**config.mk**
```make
export PLATFORM = sky130hd
export DESIGN_NAME = rpa_regs
export DESIGN_NICKNAME = d
export VERILOG_FILES = /design/src/rtl/rpa_pkg.sv /design/src/rtl/rpa_agc_core.sv /design/src/rtl/rpa_regs.sv
export VERILOG_INCLUDE_DIRS = /design/src /design/src/rtl
export SDC_FILE = /design/constraint.sdc
export NUM_CORES = 1
export LEC_CHECK = 0
export BUFFER_PORTS_ARGS = -buffer_cell sky130_fd_sc_hd__buf_4
export CAP_MARGIN = 20
export CORE_MARGIN = 2
export CORE_UTILIZATION = 61
export DETAILED_ROUTE_END_ITERATION = 10
export GPL_ROUTABILITY_DRIVEN = 0
export PLACE_DENSITY_LB_ADDON = 0.15
export SYNTH_ARGS = -nofsm -noshare
export SYNTH_HDL_FRONTEND = slang
export SYNTH_SLANG_ARGS = --single-unit
```
**constraint.sdc**
```tcl
create_clock -name i_clock -period 9.5 [get_ports i_clock]
set_input_delay 0.475 -clock i_clock [delete_from_list [all_inputs] [get_ports i_clock]]
set_output_delay 0.475 -clock i_clock [all_outputs]
set_load 0.01 [all_outputs]
```
**src/rtl/rpa_cfg.svh**
```systemverilog
// offsets, field positions, reset values and timing constants of the record path registers
`ifndef RPA_CFG_SVH
`define RPA_CFG_SVH

// register offsets on the page-0 register port
`define RPA_OFF_ROUTE 7'h18
`define RPA_OFF_BIAS 7'h19
`define RPA_OFF_AGC_A 7'h1A
`define RPA_OFF_AGC_B 7'h1B
`define RPA_OFF_AGC_C 7'h1C

// field positions
`define RPA_ROUTE_DIFF_BIT 7
`define RPA_ROUTE_LVL_HI 6
`define RPA_ROUTE_LVL_LO 3
`define RPA_BIAS_HI 7
`define RPA_BIAS_LO 6
`define RPA_AGC_EN_BIT 7
`define RPA_TARGET_HI 6
`define RPA_TARGET_LO 4
`define RPA_ATTACK_HI 3
`define RPA_ATTACK_LO 2
`define RPA_DECAY_HI 1
`define RPA_DECAY_LO 0
`define RPA_MAXG_HI 7
`define RPA_MAXG_LO 1
`define RPA_MAXG_RSVD_BIT 0
`define RPA_HYST_HI 7
`define RPA_HYST_LO 6
`define RPA_NOISE_HI 5
`define RPA_NOISE_LO 1
`define RPA_CLIP_BIT 0

// reset values
`define RPA_RST_ROUTE_DIFF 1'h0
`define RPA_RST_ROUTE_LVL 4'hF
`define RPA_RST_BIAS 2'h0
`define RPA_RST_AGC_EN 1'h0
`define RPA_RST_TARGET 3'h0
`define RPA_RST_ATTACK 2'h0
`define RPA_RST_DECAY 2'h0
`define RPA_RST_MAXG 7'h7F
`define RPA_RST_MAXG_RSVD 1'h0
`define RPA_RST_HYST 2'h0
`define RPA_RST_NOISE 5'h00
`define RPA_RST_CLIP 1'h0

// input level codes
`define RPA_LVL_MAX_GAIN 4'h8
`define RPA_LVL_OFF 4'hF

// maximum gain saturation, in 0.5 dB steps (59.5 dB)
`define RPA_MAXG_CAP 7'h77

// time constants in ms
`define RPA_ATTACK_MS_0 10'd8
`define RPA_ATTACK_MS_1 10'd11
`define RPA_ATTACK_MS_2 10'd16
`define RPA_ATTACK_MS_3 10'd20
`define RPA_DECAY_MS_0 10'd100
`define RPA_DECAY_MS_1 10'd200
`define RPA_DECAY_MS_2 10'd400
`define RPA_DECAY_MS_3 10'd500

// clock rate and derived cycles per ms (200 MHz)
`define RPA_CLOCK_KHZ 200000
`define RPA_CYCLES_PER_MS (`RPA_CLOCK_KHZ)

// gain steps taken within one programmed time constant
`define RPA_STEPS_PER_CONST 32'd64

// noise threshold in 0.5 dB attenuation: 56 + 4 * code
`define RPA_NOISE_BASE 8'd56
`define RPA_NOISE_SCALE 2

`endif

```
**src/rtl/rpa_pkg.sv**
```systemverilog
// types of the record path configuration block
package rpa_pkg;

	typedef enum logic [1:0] {
		RPA_BIAS_OFF = 2'h0,
		RPA_BIAS_2V0 = 2'h1,
		RPA_BIAS_2V5 = 2'h2,
		RPA_BIAS_SUPPLY = 2'h3
	} rpa_bias_t;

	typedef struct packed {
		logic differential;
		logic connected;
		logic [3:0] atten_steps;
	} rpa_route_t;

	typedef struct packed {
		logic enable;
		logic [2:0] target;
		logic [1:0] attack;
		logic [1:0] decay;
		logic [6:0] max_gain;
		logic [1:0] hyst;
		logic [4:0] noise_thr;
		logic clip_step;
	} rpa_agc_cfg_t;

	typedef struct packed {
		logic wr;
		logic rd;
		logic [6:0] addr;
		logic [7:0] wdata;
	} rpa_reg_req_t;

	typedef enum logic [1:0] {
		RPA_AGC_IDLE,
		RPA_AGC_TRACK,
		RPA_AGC_GATED
	} rpa_agc_state_t;

endpackage : rpa_pkg

```
**src/rtl/rpa_agc_core.sv**
```systemverilog
// left-channel gain control engine driven by the configuration fields
`timescale 1ns/1ps
`include "rpa_cfg.svh"

module rpa_agc_core #(
	parameter int unsigned P_CYCLES_PER_MS = `RPA_CYCLES_PER_MS
) (
	// clock and reset
	input wire logic i_clock,
	input wire logic i_rst,
	// configuration
	input wire rpa_pkg::rpa_agc_cfg_t i_cfg,
	input wire logic i_double_rate_audio,
	// measured level, attenuation below full scale in 0.5 dB steps
	input wire logic i_level_valid,
	input wire logic [7:0] i_level_atten,
	input wire logic i_clip,
	// applied gain in 0.5 dB steps
	output logic [6:0] o_gain,
	output logic o_gated
);

	typedef struct packed {
		rpa_pkg::rpa_agc_state_t fsm;
		logic [6:0] gain;
		logic [31:0] cnt;
		logic [7:0] level;
	} rpa_agc_st_t;

	rpa_agc_st_t st;
	rpa_agc_st_t next_st;

	////////////////////////////////////////////////////////////////////////////////
	function automatic logic [7:0] target_atten(input logic [2:0] code);
		case (code)
			3'h0: target_atten = 8'd11;
			3'h1: target_atten = 8'd16;
			3'h2: target_atten = 8'd20;
			3'h3: target_atten = 8'd24;
			3'h4: target_atten = 8'd28;
			3'h5: target_atten = 8'd34;
			3'h6: target_atten = 8'd40;
			default: target_atten = 8'd48;
		endcase
	endfunction : target_atten

	// interval between single 0.5 dB steps; halved under double-rate audio
	function automatic logic [31:0] step_cycles(input logic [9:0] ms, input logic double_rate_audio);
		logic [31:0] c;
		c = (32'(ms) * 32'(P_CYCLES_PER_MS)) / `RPA_STEPS_PER_CONST;
		if (double_rate_audio) begin
			c = c >> 1;
		end
		if (c == 32'h0) begin
			c = 32'h1;
		end
		step_cycles = c;
	endfunction : step_cycles

	logic [9:0] attack_ms;
	logic [9:0] decay_ms;
	logic [6:0] cap;
	logic [7:0] noise_atten;
	logic [7:0] hyst_atten;
	logic loud;
	logic [31:0] interval;

	always_comb begin
		case (i_cfg.attack)
			2'h0: attack_ms = `RPA_ATTACK_MS_0;
			2'h1: attack_ms = `RPA_ATTACK_MS_1;
			2'h2: attack_ms = `RPA_ATTACK_MS_2;
			default: attack_ms = `RPA_ATTACK_MS_3;
		endcase
		case (i_cfg.decay)
			2'h0: decay_ms = `RPA_DECAY_MS_0;
			2'h1: decay_ms = `RPA_DECAY_MS_1;
			2'h2: decay_ms = `RPA_DECAY_MS_2;
			default: decay_ms = `RPA_DECAY_MS_3;
		endcase
		case (i_cfg.hyst)
			2'h0: hyst_atten = 8'd2;
			2'h1: hyst_atten = 8'd4;
			2'h2: hyst_atten = 8'd6;
			default: hyst_atten = 8'd0;
		endcase
		cap = (i_cfg.max_gain > `RPA_MAXG_CAP) ? `RPA_MAXG_CAP : i_cfg.max_gain;
		noise_atten = `RPA_NOISE_BASE + {1'b0, i_cfg.noise_thr, 2'b00};
		loud = st.level < target_atten(i_cfg.target);
		interval = loud ? step_cycles(attack_ms, i_double_rate_audio)
			: step_cycles(decay_ms, i_double_rate_audio);
	end

	////////////////////////////////////////////////////////////////////////////////
	always_comb begin
		next_st = st;
		if (i_level_valid) begin
			next_st.level = i_level_atten;
		end
		case (st.fsm)
			rpa_pkg::RPA_AGC_IDLE: begin
				next_st.gain = 7'h00;
				next_st.cnt = 32'h0;
				if (i_cfg.enable) begin
					next_st.fsm = rpa_pkg::RPA_AGC_TRACK;
				end
			end
			rpa_pkg::RPA_AGC_TRACK: begin
				if (st.cnt >= interval - 32'h1) begin
					next_st.cnt = 32'h0;
					if (loud && st.gain != 7'h00) begin
						next_st.gain = st.gain - 7'h01;
					end else if (!loud && st.gain < cap) begin
						next_st.gain = st.gain + 7'h01;
					end
				end else begin
					next_st.cnt = st.cnt + 32'h1;
				end
				if (i_cfg.noise_thr != 5'h00 && st.level > noise_atten) begin
					next_st.fsm = rpa_pkg::RPA_AGC_GATED;
					next_st.cnt = 32'h0;
					next_st.gain = st.gain;
				end
			end
			rpa_pkg::RPA_AGC_GATED: begin
				next_st.cnt = 32'h0;
				if (i_cfg.noise_thr == 5'h00 || 9'(st.level) + 9'(hyst_atten) < 9'(noise_atten)) begin
					next_st.fsm = rpa_pkg::RPA_AGC_TRACK;
				end
			end
			default: begin
				next_st.fsm = rpa_pkg::RPA_AGC_IDLE;
			end
		endcase
		if (i_cfg.clip_step && i_clip && next_st.gain != 7'h00) begin
			next_st.gain = next_st.gain - 7'h01;
		end
		if (next_st.gain > cap) begin
			next_st.gain = cap;
		end
		// a disabled channel drops its gain at once instead of holding a stale boost
		if (!i_cfg.enable) begin
			next_st.fsm = rpa_pkg::RPA_AGC_IDLE;
			next_st.gain = 7'h00;
			next_st.cnt = 32'h0;
		end
	end

	always_ff @(posedge i_clock) begin
		if (i_rst) begin
			st <= '{fsm: rpa_pkg::RPA_AGC_IDLE, gain: 7'h00, cnt: 32'h0, level: 8'hFF};
		end else begin
			st <= next_st;
		end
	end

	assign o_gain = st.gain;
	assign o_gated = (st.fsm == rpa_pkg::RPA_AGC_GATED);

endmodule : rpa_agc_core

```
**src/rtl/rpa_regs.sv**
```systemverilog
// record path routing, mic bias and left gain control configuration registers
`timescale 1ns/1ps
`include "rpa_cfg.svh"

module rpa_regs #(
	parameter int unsigned P_CYCLES_PER_MS = `RPA_CYCLES_PER_MS
) (
	// clock and reset
	input wire logic i_clock,
	input wire logic i_rst,
	// register port from the control bus logic
	input wire rpa_pkg::rpa_reg_req_t i_req,
	output logic [7:0] o_rdata,
	output logic o_rvalid,
	// record path status inputs
	input wire logic i_double_rate_audio,
	input wire logic i_level_valid,
	input wire logic [7:0] i_level_atten,
	input wire logic i_clip,
	// analog controls
	output rpa_pkg::rpa_route_t o_route,
	output rpa_pkg::rpa_bias_t o_mic_bias,
	output rpa_pkg::rpa_agc_cfg_t o_agc_cfg,
	// gain control result
	output logic [6:0] o_agc_gain,
	output logic o_agc_gated
);

	typedef struct packed {
		logic route_diff;
		logic [3:0] route_lvl;
		logic [1:0] bias;
		logic agc_en;
		logic [2:0] target;
		logic [1:0] attack;
		logic [1:0] decay;
		logic [6:0] max_gain;
		logic max_rsvd;
		logic [1:0] hyst;
		logic [4:0] noise_thr;
		logic clip_step;
		logic [7:0] rdata;
		logic rvalid;
	} rpa_regs_st_t;

	rpa_regs_st_t st;
	rpa_regs_st_t next_st;

	////////////////////////////////////////////////////////////////////////////////
	// read image of one register; unmapped offsets read zero
	function automatic logic [7:0] read_image(input rpa_regs_st_t s, input logic [6:0] addr);
		logic [7:0] d;
		d = 8'h00;
		case (addr)
			`RPA_OFF_ROUTE: begin
				d[`RPA_ROUTE_DIFF_BIT] = s.route_diff;
				d[`RPA_ROUTE_LVL_HI:`RPA_ROUTE_LVL_LO] = s.route_lvl;
			end
			`RPA_OFF_BIAS: begin
				d[`RPA_BIAS_HI:`RPA_BIAS_LO] = s.bias;
			end
			`RPA_OFF_AGC_A: begin
				d[`RPA_AGC_EN_BIT] = s.agc_en;
				d[`RPA_TARGET_HI:`RPA_TARGET_LO] = s.target;
				d[`RPA_ATTACK_HI:`RPA_ATTACK_LO] = s.attack;
				d[`RPA_DECAY_HI:`RPA_DECAY_LO] = s.decay;
			end
			`RPA_OFF_AGC_B: begin
				d[`RPA_MAXG_HI:`RPA_MAXG_LO] = s.max_gain;
				d[`RPA_MAXG_RSVD_BIT] = s.max_rsvd;
			end
			`RPA_OFF_AGC_C: begin
				d[`RPA_HYST_HI:`RPA_HYST_LO] = s.hyst;
				d[`RPA_NOISE_HI:`RPA_NOISE_LO] = s.noise_thr;
				d[`RPA_CLIP_BIT] = s.clip_step;
			end
			default: begin
				d = 8'h00;
			end
		endcase
		read_image = d;
	endfunction : read_image

	// reserved codes and the off code 4'hF connect nothing; codes 0 to 8 connect the input
	function automatic logic level_connects(input logic [3:0] code);
		level_connects = (code <= `RPA_LVL_MAX_GAIN);
	endfunction : level_connects

	////////////////////////////////////////////////////////////////////////////////
	always_comb begin
		next_st = st;
		next_st.rvalid = i_req.rd;
		if (i_req.rd) begin
			next_st.rdata = read_image(st, i_req.addr);
		end
		if (i_req.wr) begin
			case (i_req.addr)
				`RPA_OFF_ROUTE: begin
					next_st.route_diff = i_req.wdata[`RPA_ROUTE_DIFF_BIT];
					next_st.route_lvl = i_req.wdata[`RPA_ROUTE_LVL_HI:`RPA_ROUTE_LVL_LO];
				end
				`RPA_OFF_BIAS: begin
					next_st.bias = i_req.wdata[`RPA_BIAS_HI:`RPA_BIAS_LO];
				end
				`RPA_OFF_AGC_A: begin
					next_st.agc_en = i_req.wdata[`RPA_AGC_EN_BIT];
					next_st.target = i_req.wdata[`RPA_TARGET_HI:`RPA_TARGET_LO];
					next_st.attack = i_req.wdata[`RPA_ATTACK_HI:`RPA_ATTACK_LO];
					next_st.decay = i_req.wdata[`RPA_DECAY_HI:`RPA_DECAY_LO];
				end
				`RPA_OFF_AGC_B: begin
					next_st.max_gain = i_req.wdata[`RPA_MAXG_HI:`RPA_MAXG_LO];
					next_st.max_rsvd = i_req.wdata[`RPA_MAXG_RSVD_BIT];
				end
				`RPA_OFF_AGC_C: begin
					next_st.hyst = i_req.wdata[`RPA_HYST_HI:`RPA_HYST_LO];
					next_st.noise_thr = i_req.wdata[`RPA_NOISE_HI:`RPA_NOISE_LO];
					next_st.clip_step = i_req.wdata[`RPA_CLIP_BIT];
				end
				default: begin
					next_st.rvalid = i_req.rd;
				end
			endcase
		end
	end

	always_ff @(posedge i_clock) begin
		if (i_rst) begin
			st <= '{
				route_diff: `RPA_RST_ROUTE_DIFF,
				route_lvl: `RPA_RST_ROUTE_LVL,
				bias: `RPA_RST_BIAS,
				agc_en: `RPA_RST_AGC_EN,
				target: `RPA_RST_TARGET,
				attack: `RPA_RST_ATTACK,
				decay: `RPA_RST_DECAY,
				max_gain: `RPA_RST_MAXG,
				max_rsvd: `RPA_RST_MAXG_RSVD,
				hyst: `RPA_RST_HYST,
				noise_thr: `RPA_RST_NOISE,
				clip_step: `RPA_RST_CLIP,
				rdata: 8'h00,
				rvalid: 1'b0
			};
		end else begin
			st <= next_st;
		end
	end

	////////////////////////////////////////////////////////////////////////////////
	// analog controls follow the stored fields directly, except the route level, which is decoded into connected and atten_steps
	always_comb begin
		o_route.differential = st.route_diff;
		o_route.connected = level_connects(st.route_lvl);
		o_route.atten_steps = level_connects(st.route_lvl) ? st.route_lvl : 4'h0;
		o_mic_bias = rpa_pkg::rpa_bias_t'(st.bias);
		o_agc_cfg.enable = st.agc_en;
		o_agc_cfg.target = st.target;
		o_agc_cfg.attack = st.attack;
		o_agc_cfg.decay = st.decay;
		o_agc_cfg.max_gain = st.max_gain;
		o_agc_cfg.hyst = st.hyst;
		o_agc_cfg.noise_thr = st.noise_thr;
		o_agc_cfg.clip_step = st.clip_step;
	end

	assign o_rdata = st.rdata;
	assign o_rvalid = st.rvalid;

	////////////////////////////////////////////////////////////////////////////////
	rpa_agc_core #(
		.P_CYCLES_PER_MS(P_CYCLES_PER_MS)
	) u_agc (
		.i_clock(i_clock),
		.i_rst(i_rst),
		.i_cfg(o_agc_cfg),
		.i_double_rate_audio(i_double_rate_audio),
		.i_level_valid(i_level_valid),
		.i_level_atten(i_level_atten),
		.i_clip(i_clip),
		.o_gain(o_agc_gain),
		.o_gated(o_agc_gated)
	);

endmodule : rpa_regs

```
==> metrics.cfg <==
[power_and_ir_drop]
internal-power_uw=623.4
design_power_total_uw=851.2
comb_power_frac=0.091
vdd_drop_max_v=0.00007608
p_seq_frac=0.448
power.share.clock=0.461
power.leakage_uw=0.003762
netSwitchingPower_uw=227.8
p_per_area_mw_per_mm2=97.25
sw_frac_of_total=0.2676

[critical_path]
crit_path_max_incr_delay_ps=530
crit_path_max_fanout=12
timing_worst_setup_path_type=reg -> reg
critical_path.slowest_cell=sky130_fd_sc_hd__dfxtp_1
start_kind=register
worst_setup_path_end_kind=register
cp_common_cell=sky130_fd_sc_hd__ha_1
worst_ep_required_time_ps=9790
cp.arrival_ps=8700

[global_route]
grt_pass1_vias=6700
largest_net_degree_at_the_start_of_global_routing=53
grt_first_pass_wirelength_microns=32870
global_route.overflow_total=0
globalRouteTotalUtil=0.2805
antenna_violations_before_repair=0

[clock_tree]
cts-hold-fix-buffers=0
ctsResizeCount=0
ctsRootBufferMaster=sky130_fd_sc_hd__clkbuf_16
tritoncts=built
clock_insertion_delay_worst_skew_ps=360
ctsLongestPathBuffers=2
number_of_cts_inserted_buffers=9
clock_sink_count=89
clkSlewWorstSetupHoldPaths_ps=80
post-cts-setup-buffers=0
cts-htree-levels=3

[sta]
slew_headroom=0.3977
max_slew_violations=0
setup_viol=0
clock.fmax_mhz=118.9
min_period_over_period=0.8855
tightestPinTransition_ps=889.4
grt_setup_unrepaired=no
final_period_minus_worst_setup_slack_ps=8412
tns_ps=0
final.hold.worst_slack_ps=335.8
fin_worst_skew_ps=11.12
final-hold-violation-count=0

[floorplan]
chipHeight_microns=119.1
row_count=42
fp.coreArea_sq_mm=0.01309
design.die.area_sq_mm=0.01419
starting_utilization_of_the_core_area=0.6179
top_level_ports=78
floorplan.die.width_microns=119.1

[layout]
multiInputGateArea_sq_mm=0.005712
final_design_area_no_fill_sq_mm=0.008752
area.growth.synth_to_final_pct=8.248
drive_above_1_share=0.1210
ff_latch_area_sq_mm=0.001782
n_antenna_cell=0
nets=1177
fillCellCount=1148

[logic_synthesis]
synth-edff-count=0
synth.cell_area_sq_mm=0.008085
synth-seq-area-share=0.2204
post_synth_inst_count=1034
synth_top_flop_cell=sky130_fd_sc_hd__dfxtp_1
async_set_reset_flop_share_out_of_synthesis=0
ys_seq_elements=89
postSynthAreaPerCell_sq_um=7.819
synthDistinctLibCells=84
synth-warning-count=0

[detailed_routing]
route.final.wire_length_microns=20120
vias_per_cell=6.062
detail_route.iter0.violations=512
vias=7432
first_pass_iters=7
route.detailed.drc=0
routed_wire_length_per_instance_microns=16.41
post_route_antenna_net_violation_count=0

[hold_path]
worstHoldPathType=in -> reg

[job]
cap_violations=0

[place]
hpwl_microns=14980
buffers_added_on_ports=77
detailed_place.area_sq_mm=0.008427

[status]
outcome=finished, final reports clean

[final timing paths]
| path | start | end | slack [ps] | cells after the start |
|---|---|---|---|---|
| setup / recovery | o_agc_cfg[16] | u_agc.o_gain[0] | 1090 | 32 |
| hold / removal | i_level_atten[1] | u_agc.st[1] | 340 | 3 |
| setup reg to reg | o_agc_cfg[16] | u_agc.o_gain[0] | 1090 | 32 |
| hold reg to reg | st[17] | st[17] | 470 | 2 |
[critical path, delay by kind of cell (launching register included)]
family	cells	cell delay, ps
adders and majority gates	7	2140
DFF	1	530
AOI/OAI and AO/OA	13	2870
buffers and inverters	1	190
and+or+nand+nor	11	2590
[through the flow]
stage	setup WS (ps)	utilization	std cells
2_1_floorplan	2167	-	1044
3_3_place_gp	1388	0.6440	1209
3_5_place_dp	1195	0.6440	1209
4_1_cts	1170	0.6685	1225
5_1_grt	415.7	0.6689	1226
6_report	1088	0.6689	1226
[synthesized netlist by cell type (all sizes together), types with 4 or more instances]
| cell | n | area share |
|---|---|---|
| clkbuf | 45 | 0.021 |
| nand2b | 16 | 0.012 |
| buf | 45 | 0.042 |
| o21ai | 55 | 0.034 |
| nand2 | 104 | 0.048 |
| a21oi | 86 | 0.053 |
| a211oi | 12 | 0.013 |
| nor4 | 16 | 0.017 |
| nor3 | 21 | 0.014 |
| o211ai | 7 | 0.0065 |
| dfxtp | 89 | 0.22 |
| o211a | 6 | 0.0074 |
| or3 | 10 | 0.0077 |
| nand3 | 55 | 0.034 |
| a221oi | 13 | 0.016 |
| a31oi | 12 | 0.0093 |
| and3 | 16 | 0.012 |
| nor2 | 96 | 0.047 |
| ha | 100 | 0.15 |
| o21a | 10 | 0.0094 |
| xnor2 | 19 | 0.021 |
| and4 | 4 | 0.0043 |
| inv | 31 | 0.014 |
| a22oi | 5 | 0.0046 |
| mux2i | 26 | 0.032 |
| nor3b | 12 | 0.011 |
| xor2 | 11 | 0.012 |
| or2 | 5 | 0.0039 |
| and2 | 9 | 0.0070 |
| nor2b | 19 | 0.015 |
| a21o | 8 | 0.0074 |
| nand4 | 11 | 0.011 |
[power groups by stage]
stage	Combinational [uW]	Clock (uW)	Sequential, uW
6_report	77.2	392	382
3_3_place_gp	74.9	0	390
4_1_cts	77.0	397	381
3_5_place_dp	76.4	0	390
2_1_floorplan	53.9	0	389
5_1_grt	86.5	413	382
[routing by layer]
metal | GRT usage | routed length, microns
met1 | 0.3657 | 9098
met2 | 0.4673 | 9534
met3 | 0.05412 | 1102
met4 | 0.08929 | 380
met5 | 0 | 0
[cells in the final DEF, fill, tap and decap left out, types with 5 or more instances in the layout]
cell and n:
sky130_fd_sc_hd__buf_4 79, sky130_fd_sc_hd__a31oi_1 12, sky130_fd_sc_hd__a22oi_1 5, sky130_fd_sc_hd__conb_1 12, sky130_fd_sc_hd__o21a_1 9, sky130_fd_sc_hd__nand4_1 9
sky130_fd_sc_hd__o211a_1 6, sky130_fd_sc_hd__mux2i_1 26, sky130_fd_sc_hd__or3_1 10, sky130_fd_sc_hd__nor3b_1 12, sky130_fd_sc_hd__nor2_1 94, sky130_fd_sc_hd__and2_1 8
sky130_fd_sc_hd__o211ai_1 7, sky130_fd_sc_hd__nand3_1 55, sky130_fd_sc_hd__ha_1 100, sky130_fd_sc_hd__nand2_1 104, sky130_fd_sc_hd__clkbuf_16 9, sky130_fd_sc_hd__xor2_1 11
sky130_fd_sc_hd__nand2b_1 16, sky130_fd_sc_hd__xnor2_1 19, sky130_fd_sc_hd__and3_1 16, sky130_fd_sc_hd__a211oi_1 10, sky130_fd_sc_hd__o21ai_0 55, sky130_fd_sc_hd__nor4_1 12
sky130_fd_sc_hd__nor2b_1 19, sky130_fd_sc_hd__a221oi_1 11, sky130_fd_sc_hd__nor3_1 19, sky130_fd_sc_hd__a21oi_1 86, sky130_fd_sc_hd__dfxtp_1 89, sky130_fd_sc_hd__inv_1 31
sky130_fd_sc_hd__a21o_1 8
[registers in the layout, summed over array words and instances, names as in the netlist]
signal,cells
o_rdata,8
u_agc.st,42
o_agc_cfg,23
o_mic_bias,2
o_route,1
st,5
u_agc.o_gain,7
o_rvalid,1
[area by class of cell]
type,instances,area share
Inverter,32,0.01372
Clock buffer,9,0.02573
Tap cell,176,0.02516
Clock inverter,7,0.01086
Sequential cell,89,0.2036
Multi-Input combinational cell,833,0.6526
Timing Repair Buffer,80,0.06833
[logic make-up after synthesis]
family | after synthesis | synth area share
other cells | 2 | 0.0009289
flops | 89 | 0.2204
mux | 30 | 0.03915
compound gates | 249 | 0.2069
buf+inv | 122 | 0.07784
simple gates | 410 | 0.2626
xor+xnor | 30 | 0.03250
fa+ha+maj | 102 | 0.1597
Note: power is estimated with default switching activity, not from simulation.
